**src/trim_lock_alert_pkg.sv**
```systemverilog
// Constants, types and states shared by the trim lock alert logic
package trim_lock_alert_pkg;
    localparam int          CH_NUM         = 6;
    localparam logic [7:0]  REG_STATUS     = 8'h00;   // trim_lock_status offset
    localparam logic [7:0]  REG_RESET      = 8'h08;   // Software reset offset
    localparam int          ALERT_BIT      = 6;       // alert_pending_bit position
    localparam logic [6:0]  DEV_ADDR       = 7'h2A;   // Own bus address, value arbitrary
    localparam logic [6:0]  ARA_ADDR       = 7'h0C;   // Alert Response Address (18h on wire)
    localparam logic        ALERT_RESET    = 1'b1;    // Alerts suppressed after reset
    localparam logic [5:0]  MASK_DEFAULT   = 6'h00;   // Mask bits default cleared
    localparam logic [3:0]  BITS_PER_BYTE  = 4'h8;
    localparam int          CLK_PERIOD_NS  = 100;
    localparam int          UPDATE_TIME_NS = 1000000; // One trim update cycle
    localparam int          UPDATE_CYCLES  = UPDATE_TIME_NS / CLK_PERIOD_NS;

    // Status byte layout
    typedef struct packed {
        logic       rsvd;
        logic       alert;
        logic [5:0] lock;
    } status_s;

    // Nonvolatile configuration
    typedef struct packed {
        logic       alert_mode;
        logic [5:0] mask;
        logic [5:0] selected;
    } nv_cfg_s;

    typedef enum logic [2:0] {
        ST_IDLE  = 3'b000,
        ST_ADDR  = 3'b001,
        ST_AACK  = 3'b010,
        ST_WBYTE = 3'b011,
        ST_WACK  = 3'b100,
        ST_RBYTE = 3'b101,
        ST_RACK  = 3'b110
    } bus_state_e;
endpackage

```
**src/trim_lock_alert_logic.sv**
```systemverilog
// Trim lock combiner with open-drain lock / SMBus alert output and bus slave
`timescale 1ns/1ps
module trim_lock_alert_logic #(
    parameter int UPDATE_CYC = trim_lock_alert_pkg::UPDATE_CYCLES
) (
    input  wire logic                         clk_sys,
    input  wire logic                         reset,
    input  wire logic                         loop_trim_enable_n,
    input  wire logic [5:0]                   adc_lock_ok,
    input  wire trim_lock_alert_pkg::nv_cfg_s nv_cfg,
    input  wire logic                         scl_in,
    input  wire logic                         sda_in,
    output logic                              sda_out,
    output logic                              sda_oe,
    output logic                              trim_lock_alert_out,
    output logic                              trim_lock_alert_oe
);
    import trim_lock_alert_pkg::*;

    logic [1:0]  en_sync;
    logic [1:0]  scl_sync;
    logic [1:0]  sda_sync;
    logic        scl_d, sda_d;
    logic [23:0] upd_cnt;
    logic [5:0]  lock_status;
    logic        combined_q;
    logic        alert_bit;
    logic        alert_active;
    bus_state_e  state;
    logic [3:0]  bit_cnt;
    logic [7:0]  shreg;
    logic [7:0]  tx;
    logic [7:0]  ptr;
    logic        rw;
    logic        first;
    logic        ara;
    logic        nack;
    logic        host_wr, host_val;
    logic        soft_rst;

    // Edge and condition decode on synchronised bus lines
    wire        scl_s    = scl_sync[1];
    wire        sda_s    = sda_sync[1];
    wire        scl_rise = scl_s & ~scl_d;
    wire        scl_fall = ~scl_s & scl_d;
    wire        bus_start = scl_s & scl_d & sda_d & ~sda_s;
    wire        bus_stop  = scl_s & scl_d & ~sda_d & sda_s;
    wire        byte_done = (bit_cnt == BITS_PER_BYTE);
    wire        own_hit   = (shreg[7:1] == DEV_ADDR);
    wire        ara_hit   = (shreg[7:1] == ARA_ADDR) & shreg[0] & alert_active;
    wire        upd_tick  = (upd_cnt == 24'(UPDATE_CYC - 1));
    wire        trim_on   = ~en_sync[1];
    wire [5:0]  masked    = lock_status | nv_cfg.mask;
    wire        combined  = &masked;
    wire        lock_chg  = combined ^ combined_q;
    wire        alert_evt = nv_cfg.alert_mode & lock_chg & ~alert_bit;
    wire        pin_low   = nv_cfg.alert_mode ? alert_active : combined;
    status_s    status;
    assign status = '{rsvd: 1'b0, alert: alert_bit, lock: lock_status};
    wire [7:0]  rd_data = (ptr == REG_STATUS) ? status : 8'h00;
    wire [7:0]  tx_load = ara ? {DEV_ADDR, 1'b0} : rd_data;

    // Two-stage synchronisers for pins, then one delay for edge detection
    always_ff @(posedge clk_sys or posedge reset) begin
        if (reset) begin
            en_sync  <= 2'b11;
            scl_sync <= 2'b11;
            sda_sync <= 2'b11;
            scl_d    <= 1'b1;
            sda_d    <= 1'b1;
        end else begin
            en_sync  <= {en_sync[0], loop_trim_enable_n};
            scl_sync <= {scl_sync[0], scl_in};
            sda_sync <= {sda_sync[0], sda_in};
            scl_d    <= scl_sync[1];
            sda_d    <= sda_sync[1];
        end
    end

    // Fixed-length update cycle, lock captured at its end while trim is enabled
    always_ff @(posedge clk_sys or posedge reset) begin
        if (reset) begin
            upd_cnt     <= 24'h000000;
            lock_status <= 6'h00;
        end else if (soft_rst) begin
            upd_cnt     <= 24'h000000;
            lock_status <= 6'h00;
        end else begin
            upd_cnt <= upd_tick ? 24'h000000 : upd_cnt + 24'h000001;
            if (upd_tick && trim_on) begin
                lock_status <= adc_lock_ok | ~nv_cfg.selected;
            end
        end
    end

    // Alert bit and pending alert; a new event wins over a host clear
    always_ff @(posedge clk_sys or posedge reset) begin
        if (reset) begin
            combined_q   <= 1'b0;
            alert_bit    <= ALERT_RESET;
            alert_active <= 1'b0;
        end else if (soft_rst) begin
            combined_q   <= 1'b0;
            alert_bit    <= ALERT_RESET;
            alert_active <= 1'b0;
        end else begin
            combined_q <= combined;
            if (alert_evt) begin
                alert_bit    <= 1'b1;
                alert_active <= 1'b1;
            end else if (host_wr) begin
                alert_bit    <= host_val;
                alert_active <= alert_active & host_val;
            end
        end
    end

    // Open-drain pin follows the selected path one cycle later
    always_ff @(posedge clk_sys or posedge reset) begin
        if (reset) begin
            trim_lock_alert_out <= 1'b0;
            trim_lock_alert_oe  <= 1'b0;
        end else begin
            trim_lock_alert_out <= 1'b0;
            trim_lock_alert_oe  <= pin_low;
        end
    end

    // Serial bus slave: address, pointer, data writes, reads and alert response
    always_ff @(posedge clk_sys or posedge reset) begin
        if (reset) begin
            state    <= ST_IDLE;
            bit_cnt  <= 4'h0;
            shreg    <= 8'h00;
            tx       <= 8'h00;
            ptr      <= 8'h00;
            rw       <= 1'b0;
            first    <= 1'b0;
            ara      <= 1'b0;
            nack     <= 1'b0;
            sda_out  <= 1'b0;
            sda_oe   <= 1'b0;
            host_wr  <= 1'b0;
            host_val <= 1'b0;
            soft_rst <= 1'b0;
        end else begin
            host_wr  <= 1'b0;
            soft_rst <= 1'b0;
            sda_out  <= 1'b0;
            if (bus_start) begin
                state   <= ST_ADDR;
                bit_cnt <= 4'h0;
                sda_oe  <= 1'b0;
            end else if (bus_stop) begin
                state  <= ST_IDLE;
                sda_oe <= 1'b0;
            end else if (scl_rise) begin
                case (state)
                    ST_ADDR, ST_WBYTE: begin
                        shreg   <= {shreg[6:0], sda_s};
                        bit_cnt <= bit_cnt + 4'h1;
                    end
                    ST_RBYTE: bit_cnt <= bit_cnt + 4'h1;
                    ST_RACK:  nack <= sda_s;
                    default: ;
                endcase
            end else if (scl_fall) begin
                case (state)
                    ST_ADDR: begin
                        if (byte_done && (own_hit || ara_hit)) begin
                            state   <= ST_AACK;
                            sda_oe  <= 1'b1;
                            rw      <= shreg[0];
                            ara     <= ara_hit & ~own_hit;
                            bit_cnt <= 4'h0;
                        end else if (byte_done) begin
                            state <= ST_IDLE;
                        end
                    end
                    ST_AACK: begin
                        bit_cnt <= 4'h0;
                        if (rw) begin
                            state  <= ST_RBYTE;
                            tx     <= tx_load;
                            sda_oe <= ~tx_load[7];
                        end else begin
                            state  <= ST_WBYTE;
                            first  <= 1'b1;
                            sda_oe <= 1'b0;
                        end
                    end
                    ST_WBYTE: begin
                        if (byte_done) begin
                            state  <= ST_WACK;
                            sda_oe <= 1'b1;
                            if (first) begin
                                ptr <= shreg;
                            end else if (ptr == REG_STATUS) begin
                                host_wr  <= 1'b1;
                                host_val <= shreg[ALERT_BIT];
                            end else if (ptr == REG_RESET) begin
                                soft_rst <= 1'b1;
                            end
                        end
                    end
                    ST_WACK: begin
                        state   <= ST_WBYTE;
                        first   <= 1'b0;
                        bit_cnt <= 4'h0;
                        sda_oe  <= 1'b0;
                    end
                    ST_RBYTE: begin
                        if (byte_done) begin
                            state  <= ST_RACK;
                            sda_oe <= 1'b0;
                        end else begin
                            sda_oe <= ~tx[6];
                            tx     <= {tx[6:0], 1'b0};
                        end
                    end
                    ST_RACK: begin
                        bit_cnt <= 4'h0;
                        if (nack) begin
                            state <= ST_IDLE;
                        end else begin
                            state  <= ST_RBYTE;
                            ara    <= 1'b0;
                            tx     <= rd_data;
                            sda_oe <= ~rd_data[7];
                        end
                    end
                    default: ;
                endcase
            end
        end
    end

    // Checks on lock capture, output paths and alert handshake
    a_lock_capture: assert property (@(posedge clk_sys) disable iff (reset)
        upd_tick && trim_on && !soft_rst |=> lock_status == $past(adc_lock_ok | ~nv_cfg.selected))
        else $error("lock status not captured at update end");
    a_direct_drive: assert property (@(posedge clk_sys) disable iff (reset)
        !nv_cfg.alert_mode ##1 !nv_cfg.alert_mode |-> trim_lock_alert_oe == $past(&masked)
            && !trim_lock_alert_out)
        else $error("direct lock pin does not follow masked locks");
    a_alert_order: assert property (@(posedge clk_sys) disable iff (reset)
        alert_evt && !soft_rst |=> alert_bit && alert_active && !$past(alert_active)
            ##1 trim_lock_alert_oe)
        else $error("alert bit and pin order wrong on lock change");
    a_alert_hold: assert property (@(posedge clk_sys) disable iff (reset)
        alert_active && !host_wr && !soft_rst |=> alert_active)
        else $error("pending alert dropped without acknowledge");
    a_release_ack: assert property (@(posedge clk_sys) disable iff (reset)
        nv_cfg.alert_mode && host_wr && !host_val && !alert_evt && !soft_rst
            ##1 !lock_chg && nv_cfg.alert_mode |=> !trim_lock_alert_oe)
        else $error("alert pin not released after acknowledge");
    a_reset_block: assert property (@(posedge clk_sys) disable iff (reset)
        soft_rst |=> alert_bit && !alert_active ##1 !trim_lock_alert_oe || !nv_cfg.alert_mode)
        else $error("software reset did not block alerts");
    a_no_blocked: assert property (@(posedge clk_sys) disable iff (reset)
        alert_bit && !alert_active && !host_wr |=> !alert_active)
        else $error("alert raised while blocked");
    a_bit6_write: assert property (@(posedge clk_sys) disable iff (reset)
        host_wr && !alert_evt && !soft_rst |=> alert_bit == $past(host_val)
            && (lock_status == $past(lock_status) || $past(upd_tick)))
        else $error("status write did not act on bit 6 only");
    a_ara_pending: assert property (@(posedge clk_sys) disable iff (reset)
        scl_fall && !bus_start && !bus_stop && state == ST_ADDR && byte_done && !own_hit
            && !alert_active |=> !sda_oe && state == ST_IDLE)
        else $error("alert response address taken with no alert");
    c_alert_raised: cover property (@(posedge clk_sys) disable iff (reset)
        alert_evt ##2 trim_lock_alert_oe);
    c_ara_answer: cover property (@(posedge clk_sys) disable iff (reset) state == ST_AACK && ara);
    c_soft_reset: cover property (@(posedge clk_sys) disable iff (reset) soft_rst);
    c_ack_release: cover property (@(posedge clk_sys) disable iff (reset)
        alert_active && host_wr && !host_val);
endmodule // trim_lock_alert_logic

```
**config.mk**
```make
export PLATFORM = sky130hd
export DESIGN_NAME = trim_lock_alert_logic
export DESIGN_NICKNAME = d
export VERILOG_FILES = /design/src/trim_lock_alert_pkg.sv /design/src/trim_lock_alert_logic.sv
export SDC_FILE = /design/constraint.sdc
export NUM_CORES = 1
export LEC_CHECK = 0
export ABC_AREA = 1
export BUFFER_PORTS_ARGS = -buffer_cell sky130_fd_sc_hd__buf_4
export CAP_MARGIN = 20
export CORE_MARGIN = 3
export CORE_UTILIZATION = 35
export CTS_BUF_LIST = sky130_fd_sc_hd__clkbuf_8
export DETAILED_ROUTE_END_ITERATION = 10
export GPL_TIMING_DRIVEN = 1
export HOLD_SLACK_MARGIN = 0.12
export PLACE_DENSITY = 0.64
export SYNTH_ARGS = -nofsm -noshare
export SYNTH_HDL_FRONTEND = slang
export SYNTH_SLANG_ARGS = --single-unit
export TNS_END_PERCENT = 100
```
**constraint.sdc**
```tcl
create_clock -name clk_sys -period 2.6 [get_ports clk_sys]
set_clock_uncertainty 0.2 [all_clocks]
set_input_delay 0.26 -clock clk_sys [delete_from_list [all_inputs] [get_ports clk_sys]]
set_output_delay 0.26 -clock clk_sys [all_outputs]
set_load 0.005 [all_outputs]
```
; Yosys cells after proc, flatten, opt, wreduce, memory -nomap -nowiden
; Cells that the tools add are included.
[totals]
in_bits = 24
out_inout_bits = 4
reg_bits = 80
word_cells = 178
[op_classes]
bitwise_logic = 31
n_eq_ne = 25
addsub = 2
reduce_logical = 28
mux = 68
[ops]
columns = operator, count
row1 = 2-to-1 mux 24 bit, 2
row2 = 2-to-1 mux 1 bit, 37
row3 = 2-to-1 mux 7 bit, 5
row4 = 2-to-1 mux 3 bit, 10
row5 = AND reduction 6 bit, 5
row6 = "adder 24 x 1 -> 24 bit, second input constant", 1
row7 = "== test 24 x 14 -> 1 bit, second input constant", 1
row8 = 2-to-1 mux 4 bit, 6
row9 = one-hot mux 7 bit (3 select lines), 1
row10 = "!= test 4 bit, second input constant", 5
row11 = one-hot mux 3 bit (6 select lines), 1
row12 = AND reduction 8 bit, 2
row13 = AND reduction 7 bit, 2
row14 = AND 1 bit, 13
row15 = 2-to-1 mux 6 bit, 2
row16 = "!= test 2 bit, second input constant", 6
row17 = NOT 1 bit, 12
row18 = OR 6 bit, 2
row19 = nonzero test 3 bit, 4
row20 = "== test 3 bit, second input constant", 3
row21 = "== test 8 x 4 -> 1 bit, second input constant", 1
row22 = logical NOT 8 bit, 1
row23 = one-hot mux 4 bit (2 select lines), 1
row24 = AND reduction 4 bit, 2
row25 = 22 further kinds, 29

; Depth between registers and ports, before layout
; Gate-level depths: netlist of run 1.
[depth]
ltp_word = 11
depth_mapped = 12
depth_no_buf = 12

; Least setup slack after synthesis of run 1
; OpenSTA, ideal clock, no wires.
[synth_timing]
path_kind = reg-to-reg
startpoint = register bit_cnt[0]
endpoint = register ptr[1]
synth_period_minus_slack_ns = 1.832
setup_ns = 0.118
required_time_ns = 2.282
setup_slack_ns = 0.768
path_stages_with_launch = 11
n_path_buf = 1
arrival_time_ns = 1.514
path_cell_list = dfrtp_1 -> inv_1 -> ha_1 -> nand2_1 -> nor2_1 -> inv_1 -> nor3_4 -> nand4_4 -> buf_6 -> nand2_2 -> o21ai_2
[synth_between]
elab_chain_len = 2
[synth_rtl]
columns = element, line
row1 = "start, declared", trim_lock_alert_logic.sv:30  ; logic [3:0] bit_cnt;
row2 = "start signal, assigned", trim_lock_alert_logic.sv:161  ; bit_cnt <= bit_cnt + 4'h1;
row3 = "start signal, assigned", trim_lock_alert_logic.sv:163  ; ST_RBYTE: bit_cnt <= bit_cnt + 4'h1;
row4 = == test 4 bit, trim_lock_alert_logic.sv:48  ; wire byte_done = (bit_cnt == BITS_PER_BYTE);
row5 = AND reduction 7 bit (no line), --
row6 = "end signal, assigned", trim_lock_alert_logic.sv:197  ; ptr <= shreg;
row7 = "end, declared", trim_lock_alert_logic.sv:33  ; logic [7:0] ptr;
; No other way between the ends.
; A chain may end at the register's enable or synchronous reset.

; Final worst setup path of run 1
[layout_timing]
startpoint = register scl_d
endpoint = register tx[3]
[layout_between]
elab_chain_len = 5
elab_cells_between_ends = 12
cone_classes = bitwise (11) / reduce/logical (1)
[layout_rtl]
columns = element, line
row1 = "start, declared", trim_lock_alert_logic.sv:23  ; logic scl_d, sda_d;
row2 = "start signal, assigned", trim_lock_alert_logic.sv:75  ; scl_d <= scl_sync[1];
row3 = AND 1 bit, "trim_lock_alert_logic.sv:46, trim_lock_alert_logic.sv:47"
row4 = AND 1 bit (on tied branches) (2 in a row), "trim_lock_alert_logic.sv:47, trim_lock_alert_logic.sv:46"
row5 = NOT 1 bit (no line), --
row6 = AND reduction 8 bit (no line) *, --
row7 = "end signal, assigned", trim_lock_alert_logic.sv:184  ; tx <= tx_load;
row8 = "end signal, assigned", trim_lock_alert_logic.sv:218  ; tx <= {tx[6:0], 1'b0};
row9 = "end signal, assigned", trim_lock_alert_logic.sv:228  ; tx <= rd_data;
row10 = "end, declared", trim_lock_alert_logic.sv:32  ; logic [7:0] tx;
; Every way passes the cells marked *; elsewhere a longest branch is shown, timed or not.

==> results.md, run 1 <==
* Status: finished clean
* HP Class: flip-flop to flip-flop
* Site row count at 39
* Required time of the worst setup path at ~2700 ps
* Sw frac at 0.254
* EDFF count, synth at 0
* Final TNS setup at 0 ps
* Final setup violation count at 0
* Wirelength, routed at roughly 9.1 mm
* Synthesized area at 0.00426 mm2
* # port buffers at 25
* TritonCTS Buffers at 9
* IO Count at 28
* CTS Sinks at 80
* Die W at 116 um
* Height of the die at ~120 um
* Combinational share of power at 0.085
* Internal Power at 1.72 mW
* Critical Path Most Common Cell: nand2_1
* Slew headroom at 0.618
* Seq/Total Area, Yosys at 0.473
* Compound-cell area share of the yosys netlist at 0.0759
* Ant. Diodes at 0
* Synth Area in XOR/XNOR at 0.0185
* # DRC at 0
* CTS H-tree lvls at 3
* Clock Power Share at 0.354
* Via density at approximately 5
* Leakage at 2.36 nW
* Syn_area_per_cell at approximately 8 um2
* CTS tree: done
* ANT nets after route at 0
* Largest area contributor in the netlist: dfrtp_1
* Cells along the critical path: ha_1 > inv_1 > nor3_2 > nand2_1 > nor2_2 > buf_4 > nand2_1 > nand2_1
* Area share of fa/ha/maj cells after synthesis at 0.0206
* CTS clk-pin slew, worst paths at 80 ps
* Drt initial violations at 367
* Main combinational cell family by area after synthesis: simple AND/OR/NAND/NOR gates
* # fillers at 1113
* Worst-Margin Slew at 571 ps
* Worst Path Max Fanout at 8
* Clk buf depth at 2
* Area occupied by multi-input gates at 0.00189 mm2
* Number of synthesized register bits at 80
* Global-route wire length before repair at 15.8 mm
* Simple-gate share of the synthesized area at 0.328
* Synth cell types at 38
* Synth Instances at approximately 530
* Sequential share of power at 0.561
* MaxCap Viol Count at 0
* Hold Vio Cnt, Final at 0
* Vias in the first global route at 3461
* Overall Power at around 2.3 mW
* Initial antenna violation count at 0
* Grt ovf at 0
* Setup CP Type: flip-flop to flip-flop
* Max Clk Rate at 459 MHz
* Fin crit share at 0.837
* Mux cell area share after synthesis at 0
* Dpl ws at 438 ps
* All-Layer GR Usage at 0.146
* First-pass DRT Iterations at 4
* Via count at between 3k and 4k
* Ys flop type: dfrtp_1
* Net switching power figure at 585 uW
* Avg WL per Cell at 12.5 um
* Initial Util at 0.365
* Worst vdd ir at between 0.15 and 0.2 mV
* Gp weighted congestion at 0.928
* Crit. End Element: flip-flop
* Core Footprint at ~0.012 mm2
* Arr. time, crit path at between 2000 and 2500 ps
* Worst-Skew Late Latency at approximately 360 ps
* RSZ-0062 raised after global routing: false
* Total Nets Final at 607
* CP max stage delay at 550 ps
* Post-synth top area share at 0.418
* CP max-delay cell: dfstp_2
* Die footprint at 0.0135 mm2
* P per Cell Area at 466 mW/mm2
* Pins over their slew limit at 0
* Ratio of cells with drive above 1 in the final layout at 0.170
* Root buffer cell: clkbuf_8
* DP HPWL at ~6.7 mm
* Number of hold buffers added after cts at 18
* FF/Latch Area at 0.00201 mm2
* Yosys Warn Count at 0
* Startpoint class of the critical path: flip-flop
* Setup ws final at 423 ps
* Area Growth Syn to Fin at 16.4%
* Post-layout min period at 2180 ps
* Post-synthesis async set-or-reset flop share at 1.00
* # Post-CTS Setup Buffers at 0
* Largest net degree at the start of global routing at 38
* Top post-synthesis cells by area: dfrtp_1 42%, nand2_1 10%, inv_1 6.0%, dfstp_2 5.6%, nor2_1 5.5%
* Post-CTS Resized at 0
==> flip-flops by register name (all words and copies together) (netlist names), 2 cells and up <==
name	flops
en_sync	2
tx	7
shreg	8
bit_cnt	4
sda_sync	2
scl_sync	2
upd_cnt	24
ptr	8
state	3
lock_status	6
==> routing by layer <==
metal  up-vias  share of wire  global-route usage
met4         0          0.028              0.0797
li1       1791              -                   -
met2        73           0.46               0.226
met1      1657           0.47               0.190
met3        23          0.042              0.0326
met5         -              0                   0
==> area by class of cell <==
class / count / share of cell area
well taps: 143 / 0.0361
multi-input cells: 362 / 0.382
repair buffers: 48 / 0.0843
inverters: 75 / 0.0571
clock buffers: 10 / 0.0278
clock inverters: 6 / 0.00631
flip-flops and latches: 80 / 0.406
==> worst max-delay path: cells and delay by family (launching register included) <==
family | cells | cell delay [ps]
buf+inv | 2 | 320
flops | 1 | 550
fa+ha+maj | 1 | 200
simple gates | 5 | 850
==> placed cells by master (no fill, tap or decap), types with 3 or more instances in the layout <==
cell	n
dlygate4sd3_1	18
nand3_1	40
clkbuf_8	10
o21ai_0	15
a21oi_1	10
nor2_2	3
dfrtp_1	71
inv_2	7
a31oi_1	4
nor2_1	62
ha_1	7
xor2_1	7
o21ai_2	13
nand2_2	11
nor3_1	20
nor3b_1	6
buf_4	29
o21ai_1	5
nand4_1	17
dfstp_2	9
nand2_1	119
inv_1	70
==> power by group through the flow <==
stage                     Clock, mW  Sequential (mW)  Combinational (mW)
after global routing          0.893             1.30               0.223
after detailed placement          0             1.32               0.177
final                         0.817             1.29               0.196
after global placement            0             1.32               0.175
after floorplan                   0             1.31               0.108
after CTS                     0.839             1.29               0.199
==> cells in the mapped netlist (all sizes together) (3+ instances only) <==
cell type    n
nand2      131
inv         75
dfrtp       71
nor2        66
nand3       43
o21ai       33
nor3        23
nand4       18
a21oi       10
dfstp        9
buf          7
ha           7
xor2         7
nor3b        6
a31oi        4
nand3b       3
==> worst paths after layout <==
path | startpoint | endpoint | slack [ps] | cells past startpoint
setup / recovery | scl_d | tx[3] | 420 | 8
hold / removal | en_sync[0] | en_sync[1] | 160 | 0
setup reg to reg | scl_d | tx[3] | 420 | 8
hold reg to reg | en_sync[0] | en_sync[1] | 160 | 0
max in group asynchronous | reset | state[1] | 1300 | 4
min in group asynchronous | reset | ptr[4] | 260 | 3
==> kinds of logic (layout without fill, tap and decap cells) <==
group,after synthesis,count (layout)
DFF,80,80
adders and majority gates,7,7
xor gates and xnor gates,9,9
other,1,2
buffers and inverters,84,139
AOI/OAI and AO/OA,50,50
and+or+nand+nor,294,294
==> per-stage QoR <==
stage,std cells,area (um2),hold WS (ps),utilization
final,724,4950,156,0.425
after detailed placement,690,4610,96.8,0.395
after CTS,724,4950,143,0.425
after global routing,724,4950,162,0.425
after floorplan,526,4260,64.5,-
after global placement,690,4610,88.4,0.395
Note: power is estimated with default switching activity, not from simulation.
==> run 2, diff against run 1 <==
==> constraint.sdc (replaced) <==
create_clock -name clk_sys -period 1.8 [get_ports clk_sys]
set_clock_uncertainty 0.2 [all_clocks]
set_input_delay 0.18 -clock clk_sys [delete_from_list [all_inputs] [get_ports clk_sys]]
set_output_delay 0.18 -clock clk_sys [all_outputs]
set_load 0.005 [all_outputs]
==> run 2 against run 1 <==
The flow now finishes with violations (setup timing). Worst hold slack got worse by 3.4 ps. Utilization up 9.4 points. Critical path type unchanged. First-iteration DRC count is 22% lower.
==> results.md, run 2 (synthesized netlist as in run 1, its figures left out) <==
* Status: finished, violations left
* Failing checks: setup timing
* Post-layout min period at 1880 ps
* Overall Power at 3.66 mW
* Arr. time, crit path at 1950 ps
* Area Growth Syn to Fin at 42.2%
* Final setup violation count at 22
* Largest net degree at the start of global routing at 36
* Setup ws final at -83.7 ps
* Required time of the worst setup path at 1860 ps
* IO Count at 28
* Grt ovf at 0
* CTS clk-pin slew, worst paths at approximately 90 ps
* Worst Path Max Fanout at 5
* Via density at 4.88
* Worst-Skew Late Latency at 370 ps
* Via count at 3916
* # fillers at 1022
* Commonest non-fill, non-tap cell in the layout: nand2_1
* Ratio of cells with drive above 1 in the final layout at 0.361
* Drt initial violations at between 200 and 300
* Total Nets Final at about 690
* Vias in the first global route at approximately 3.9k
* First-pass DRT Iterations at 4
* Most frequent cells in the layout: 92 x nand2_1, 90 x buf_4, 69 x dfrtp_1, 56 x inv_1, 54 x nor2_1
* Crit. End Element: flip-flop
* Leakage at approximately 2.9 nW
* TritonCTS Buffers at 9
* Avg WL per Cell at 13.1 um
* DP HPWL at approximately 7.4 mm
* ANT nets after route at 0
* Largest registers: upd_cnt (24), ptr (8), shreg (8)
* Ant. Diodes at 0
* CTS H-tree lvls at 3
* Global-route wire length before repair at 17.4 mm
* Hold Vio Cnt, Final at 0
* Max Clk Rate at 531 MHz
* All-Layer GR Usage at 0.160
* Initial antenna violation count at 0
* HP Class: flip-flop to flip-flop
* Clk buf depth at 2
* Initial Util at 0.365
* Height of the die at around 120 um
* FF/Latch Area at 0.00202 mm2
* Wirelength, routed at 10.5 mm
* Core Footprint at approximately 0.012 mm2
* CTS tree: done
* Area occupied by multi-input gates at 0.00224 mm2
* P per Cell Area at 605 mW/mm2
* Site row count at 39
* # DRC at 0
* Startpoint class of the critical path: flip-flop
* Pins over their slew limit at 0
* Die footprint at ~0.014 mm2
* MaxCap Viol Count at 0
* CTS Sinks at 80
* # port buffers at 25
* Dpl ws at -119 ps
* RSZ-0062 raised after global routing: true
* Setup CP Type: flip-flop to flip-flop
* Root buffer cell: clkbuf_8
* Gp weighted congestion at 0.858
* Number of flip-flops under the largest register name at 24
* Final TNS setup at -899 ps
* Die W at 116 um
* Fin crit share at 1.05
* Worst vdd ir at 0.434 mV
* Most flops, register: upd_cnt
[run 2: report_power, final]
part           switching (mW)  leakage, nW  internal (mW)
combinational           0.214         1.73          0.229
clock                   0.677        0.103          0.671
sequential             0.0266         1.02           1.84
[run 2: layout make-up]
class                   instances  area share
flip-flops and latches         80       0.333
multi-input cells             363       0.371
clock buffers                  10      0.0227
clock inverters                 6     0.00993
inverters                      75      0.0492
well taps                     143      0.0296
repair buffers                126       0.185
[run 2: critical path, stage by stage, from the launching register on]
cell	delay [ps]
dfstp_2	610
ha_4	190
nand3_4	120
nand2_4	120
nor3_4	50
nand2_2	90
nor2_4	50
buf_12	130
buf_12	130
nand2_4	40
o21ai_2	50
[run 2: path summary, 6_finish.rpt]
kind | startpoint | to | slack [ps] | depth (start not counted)
max | scl_sync[1] | tx[4] | -80 | 10
min | en_sync[0] | en_sync[1] | 150 | 0
max reg2reg | scl_sync[1] | tx[4] | -80 | 10
min reg2reg | en_sync[0] | en_sync[1] | 150 | 0
max in group asynchronous | reset | alert_bit | 140 | 5
min in group asynchronous | reset | ptr[2] | 700 | 4
[run 2: routing by layer]
layer | track usage | wire length (um) | up-vias
met1 | 0.200 | 4730 | 1863
met2 | 0.270 | 5230 | 84
met4 | 0.0418 | 130 | 0
met3 | 0.0472 | 411 | 20
li1 | - | - | 1949
met5 | 0 | 0 | -
[run 2: through the flow]
| step | util | hold WS (ps) | cells | area, um2 |
|---|---|---|---|---|
| 4_1_cts | 0.486 | 153 | 792 | 5670 |
| 6_report | 0.519 | 152 | 803 | 6050 |
| 3_5_place_dp | 0.437 | -53.8 | 748 | 5100 |
| 3_3_place_gp | 0.437 | -56.8 | 748 | 5100 |
| 5_1_grt | 0.519 | 156 | 803 | 6050 |
| 2_1_floorplan | - | -15.5 | 526 | 4270 |
[run 2: repair_timing]
item,CTS,global route
hold buffers,23,0
endpoints found under the hold margin,93,0
endpoints found under the setup margin,53,59
setup buffers,3,12
resized for setup,21,86
gates cloned,2,1
pin swaps,11,34
==> run 3, diff against run 2 <==
--- a/config.mk
+++ b/config.mk
@@ -5,16 +5,16 @@
 export SDC_FILE = /design/constraint.sdc
 export NUM_CORES = 1
 export LEC_CHECK = 0
-export ABC_AREA = 1
 export BUFFER_PORTS_ARGS = -buffer_cell sky130_fd_sc_hd__buf_4
 export CAP_MARGIN = 20
 export CORE_MARGIN = 3
-export CORE_UTILIZATION = 35
+export CORE_UTILIZATION = 45
 export CTS_BUF_LIST = sky130_fd_sc_hd__clkbuf_8
+export CTS_CLUSTER_SIZE = 12
 export DETAILED_ROUTE_END_ITERATION = 10
 export GPL_TIMING_DRIVEN = 1
 export HOLD_SLACK_MARGIN = 0.12
-export PLACE_DENSITY = 0.64
+export PLACE_DENSITY = 0.76
 export SYNTH_ARGS = -nofsm -noshare
 export SYNTH_HDL_FRONTEND = slang
 export SYNTH_SLANG_ARGS = --single-unit
==> run 3 against run 2 <==
The flow still finishes with violations (setup timing). Flip-flop and latch count is the same. Final cell count shrank 21%. Wire length grew 25%. Synthesized cell count shrank 27%. Critical path depth shrank 4. Worst hold slack gained 8.1 ps. Combinational power shrank 20%. Critical path type unchanged. Critical endpoint is now lock_status[0]. Largest cell class unchanged.
==> results.md, run 3 <==
* FF/Latch Area at a little over 0.002 mm2
* Final setup violation count at 69
* Setup CP Type: flip-flop to flip-flop
* Max Clk Rate at 446 MHz
* Worst vdd ir at 0.334 mV
* Slew headroom at 0.618
* Met3 Usage GRT at 0.0561
* Post-layout min period at around 2200 ps
* CTS H-tree lvls at 3
* Cell count after placement at 585
* CTS tree: done
* # DRC at 0
* Avg WL per Cell at between 20 and 25 um
* Die footprint at just over 0.01 mm2
* Worst Path Max Fanout at 6
* Grt ovf at 0
* Synth cell types at 63
* Most flops, register: upd_cnt
* Commonest non-fill, non-tap cell in the layout: buf_4
* Total Nets Final at between 500 and 600
* IO Count at 28
* Arr. time, crit path at 2250 ps
* Number of flip-flops under the largest register name at 24
* Drt initial violations at 313
* CP max stage delay at 420 ps
* Hold path startpoint: sda_sync[0]
* Top post-synthesis cells by area: dfrtp_1 44%, dfstp_2 5.9%, nor2_1 4.0%, xor2_1 3.7%, mux2_2 3.4%
* Ratio of cells with drive above 1 in the final layout at 0.477
* Via density at 5.92
* Largest net degree at the start of global routing at 27
* Synth Instances at 381
* Commonest cells in the netlist: 71 x dfrtp_1, 43 x nor2_1, 29 x nand2_1
* Number of synthesized register bits at 80
* Crit. End Element: flip-flop
* Grt met2 use at 0.367
* Pins over their slew limit at 0
* R2r setup slk at -440 ps
* Post-Layout Cell Count at 637
* Seq/Total Area, Yosys at 0.500
* Synthesized area at 0.00402 mm2
* TritonCTS Buffers at 9
* Post-synth top area share at 0.442
* Clk buf depth at 2
* Fin crit share at 1.24
* Largest area contributor in the netlist: dfrtp_1
* Gp weighted congestion at 0.851
* Gr busiest metal: met2
* Initial antenna violation count at 0
* End of the worst hold path: sda_sync[1]
* Hold Vio Cnt, Final at 0
* Die W at 101 um
* Worst-Skew Late Latency at 360 ps
* Ant. Diodes at 0
* ANT nets after route at 0
* CTS Sinks at 80
* Failing checks: setup timing
* Site row count at 33
* CP max-delay cell: dfrtp_1
* P per Cell Area at 603 mW/mm2
* Largest registers: upd_cnt (24), ptr (8), shreg (8)
* Met1 Usage GRT at 0.246
* Global-route wire length before repair at 16.8 mm
* Dominant cell by count in the synthesized netlist: dfrtp_1
* Overall Power at 3.63 mW
* Ys flop type: dfrtp_1
* Wirelength, routed at 13.1 mm
* Worst-Margin Slew at 573 ps
* Area Growth Syn to Fin at 49.6%
* MaxCap Viol Count at 0
* Core Footprint at about 0.0085 mm2
* HP Class: flip-flop to flip-flop
* Syn_area_per_cell at 10.6 um2
* Post-synthesis async set-or-reset flop share at 1.00
* # port buffers at 25
* Required time of the worst setup path at roughly 1800 ps
* Reg2reg end: lock_status[0]
* First-pass DRT Iterations at 5
* Most frequent cells in the layout: 114 x buf_4, 71 x dfrtp_1, 26 x nand2_1, 21 x nor2_4, 21 x dlygate4sd3_1
* Height of the die at about 100 um
* All-Layer GR Usage at 0.212
* Area occupied by multi-input gates at approximately 0.0023 mm2
* Crit Reg-Reg Startpoint: upd_cnt[21]
* CTS clk-pin slew, worst paths at 90 ps
* Leakage at 2.77 nW
* Hold depth at 0
* Status: finished, violations left
* Via count at 3769
* Root buffer cell: clkbuf_8
* DP HPWL at ~6.4 mm
* Yosys Warn Count at 0
* Initial Util at 0.475
* Reg2Reg Depth at 6
* EDFF count, synth at 0
* RSZ-0062 raised after global routing: true
* Startpoint class of the critical path: flip-flop
* Vias in the first global route at 3593
* Setup ws final at -441 ps
* # fillers at 471
* Cells along the critical path: nor4_1 > nand4_1 > nor3_2 > buf_6 > nor2_1 > a311oi_1
-- run 3: cell types whose count changed after synthesis, moves of 10 or more --
| cell | previous run | this run |
|---|---|---|
| inv_1 | 68 | 20 |
| mux2_2 | 0 | 12 |
| nand2_1 | 119 | 29 |
| nand2_2 | 11 | 0 |
| nand3_1 | 40 | 15 |
| nor2_1 | 62 | 43 |
| nor3_1 | 20 | 4 |
| o21ai_2 | 13 | 0 |
| xor2_1 | 7 | 17 |
-- run 3: logic make-up (layout without fill, tap and decap cells) --
group                    after synthesis  after routing  synth area share
XOR/XNOR                              24             24            0.0522
other                                  1              2          0.000932
adder cells (fa/ha/maj)                7              7            0.0218
buffers and inverters                 35            185            0.0392
flip-flops                            80             80             0.500
multiplexers                          20             20            0.0634
AO/OA/AOI/OAI                         66             66             0.119
AND/OR/NAND/NOR                      148            148             0.203
-- run 3: worst max-delay path, delay by kind of cell, from the launching register on --
family          cells  cell delay, ps
buf+inv             1             190
compound gates      1             380
simple gates        4             920
flops               1             420
-- run 3: timing repair --
item / CTS / global route
gates cloned: 2 / 0
pin swaps: 16 / 37
resized for setup: 34 / 77
hold endpoints to repair: 87 / 0
setup endpoints to repair: 67 / 67
hold buffers: 21 / 0
buffers inserted: 8 / 6
-- run 3: stage by stage --
step | area, um2 | hold slack [ps] | util | setup WS (ps) | TNS [ps]
final | 6020 | 160 | 0.711 | -441 | -13330
after global routing | 6020 | 164 | 0.711 | -508 | -19540
after CTS | 5650 | 127 | 0.668 | -391 | -6090
after detailed placement | 5010 | 44.2 | 0.592 | -458 | -9890
after global placement | 5010 | 38.2 | 0.592 | -398 | -6650
after floorplan | 4080 | -15.5 | - | -388 | -4840
-- run 3: report_power, final --
part / total (mW) / switching (mW) / internal [mW]
Combinational: 0.353 / 0.164 / 0.190
Sequential: 1.85 / 0.0212 / 1.83
Clock: 1.42 / 0.696 / 0.727
Total: 3.63 / 0.881 / 2.75
-- run 3: how the worst max path moves through the flow --
stage / slack (ps) / endpoint / cells past startpoint / from
global route: -510 / lock_status[0] / 6 / upd_cnt[21]
floorplan: -390 / ptr[0] / 8 / scl_d
finish: -440 / lock_status[0] / 6 / upd_cnt[21]
CTS: -390 / host_val / 8 / scl_d
detailed placement: -460 / ptr[0] / 7 / scl_d
global placement: -400 / ptr[1] / 7 / scl_d
-- run 3: cell type report --
cell class | count | share of cell area
clock buffers | 11 | 0.0251
flip-flops and latches | 80 | 0.334
clock inverters | 5 | 0.0102
well taps | 105 | 0.0218
repair buffers | 149 | 0.210
multi-input cells | 267 | 0.385
inverters | 20 | 0.0131
-- run 3: routing by layer --
metal	routed length, um	vias up
met5	0	-
met4	685	0
met3	917	66
met2	6610	234
met1	4930	1828
li1	-	1641
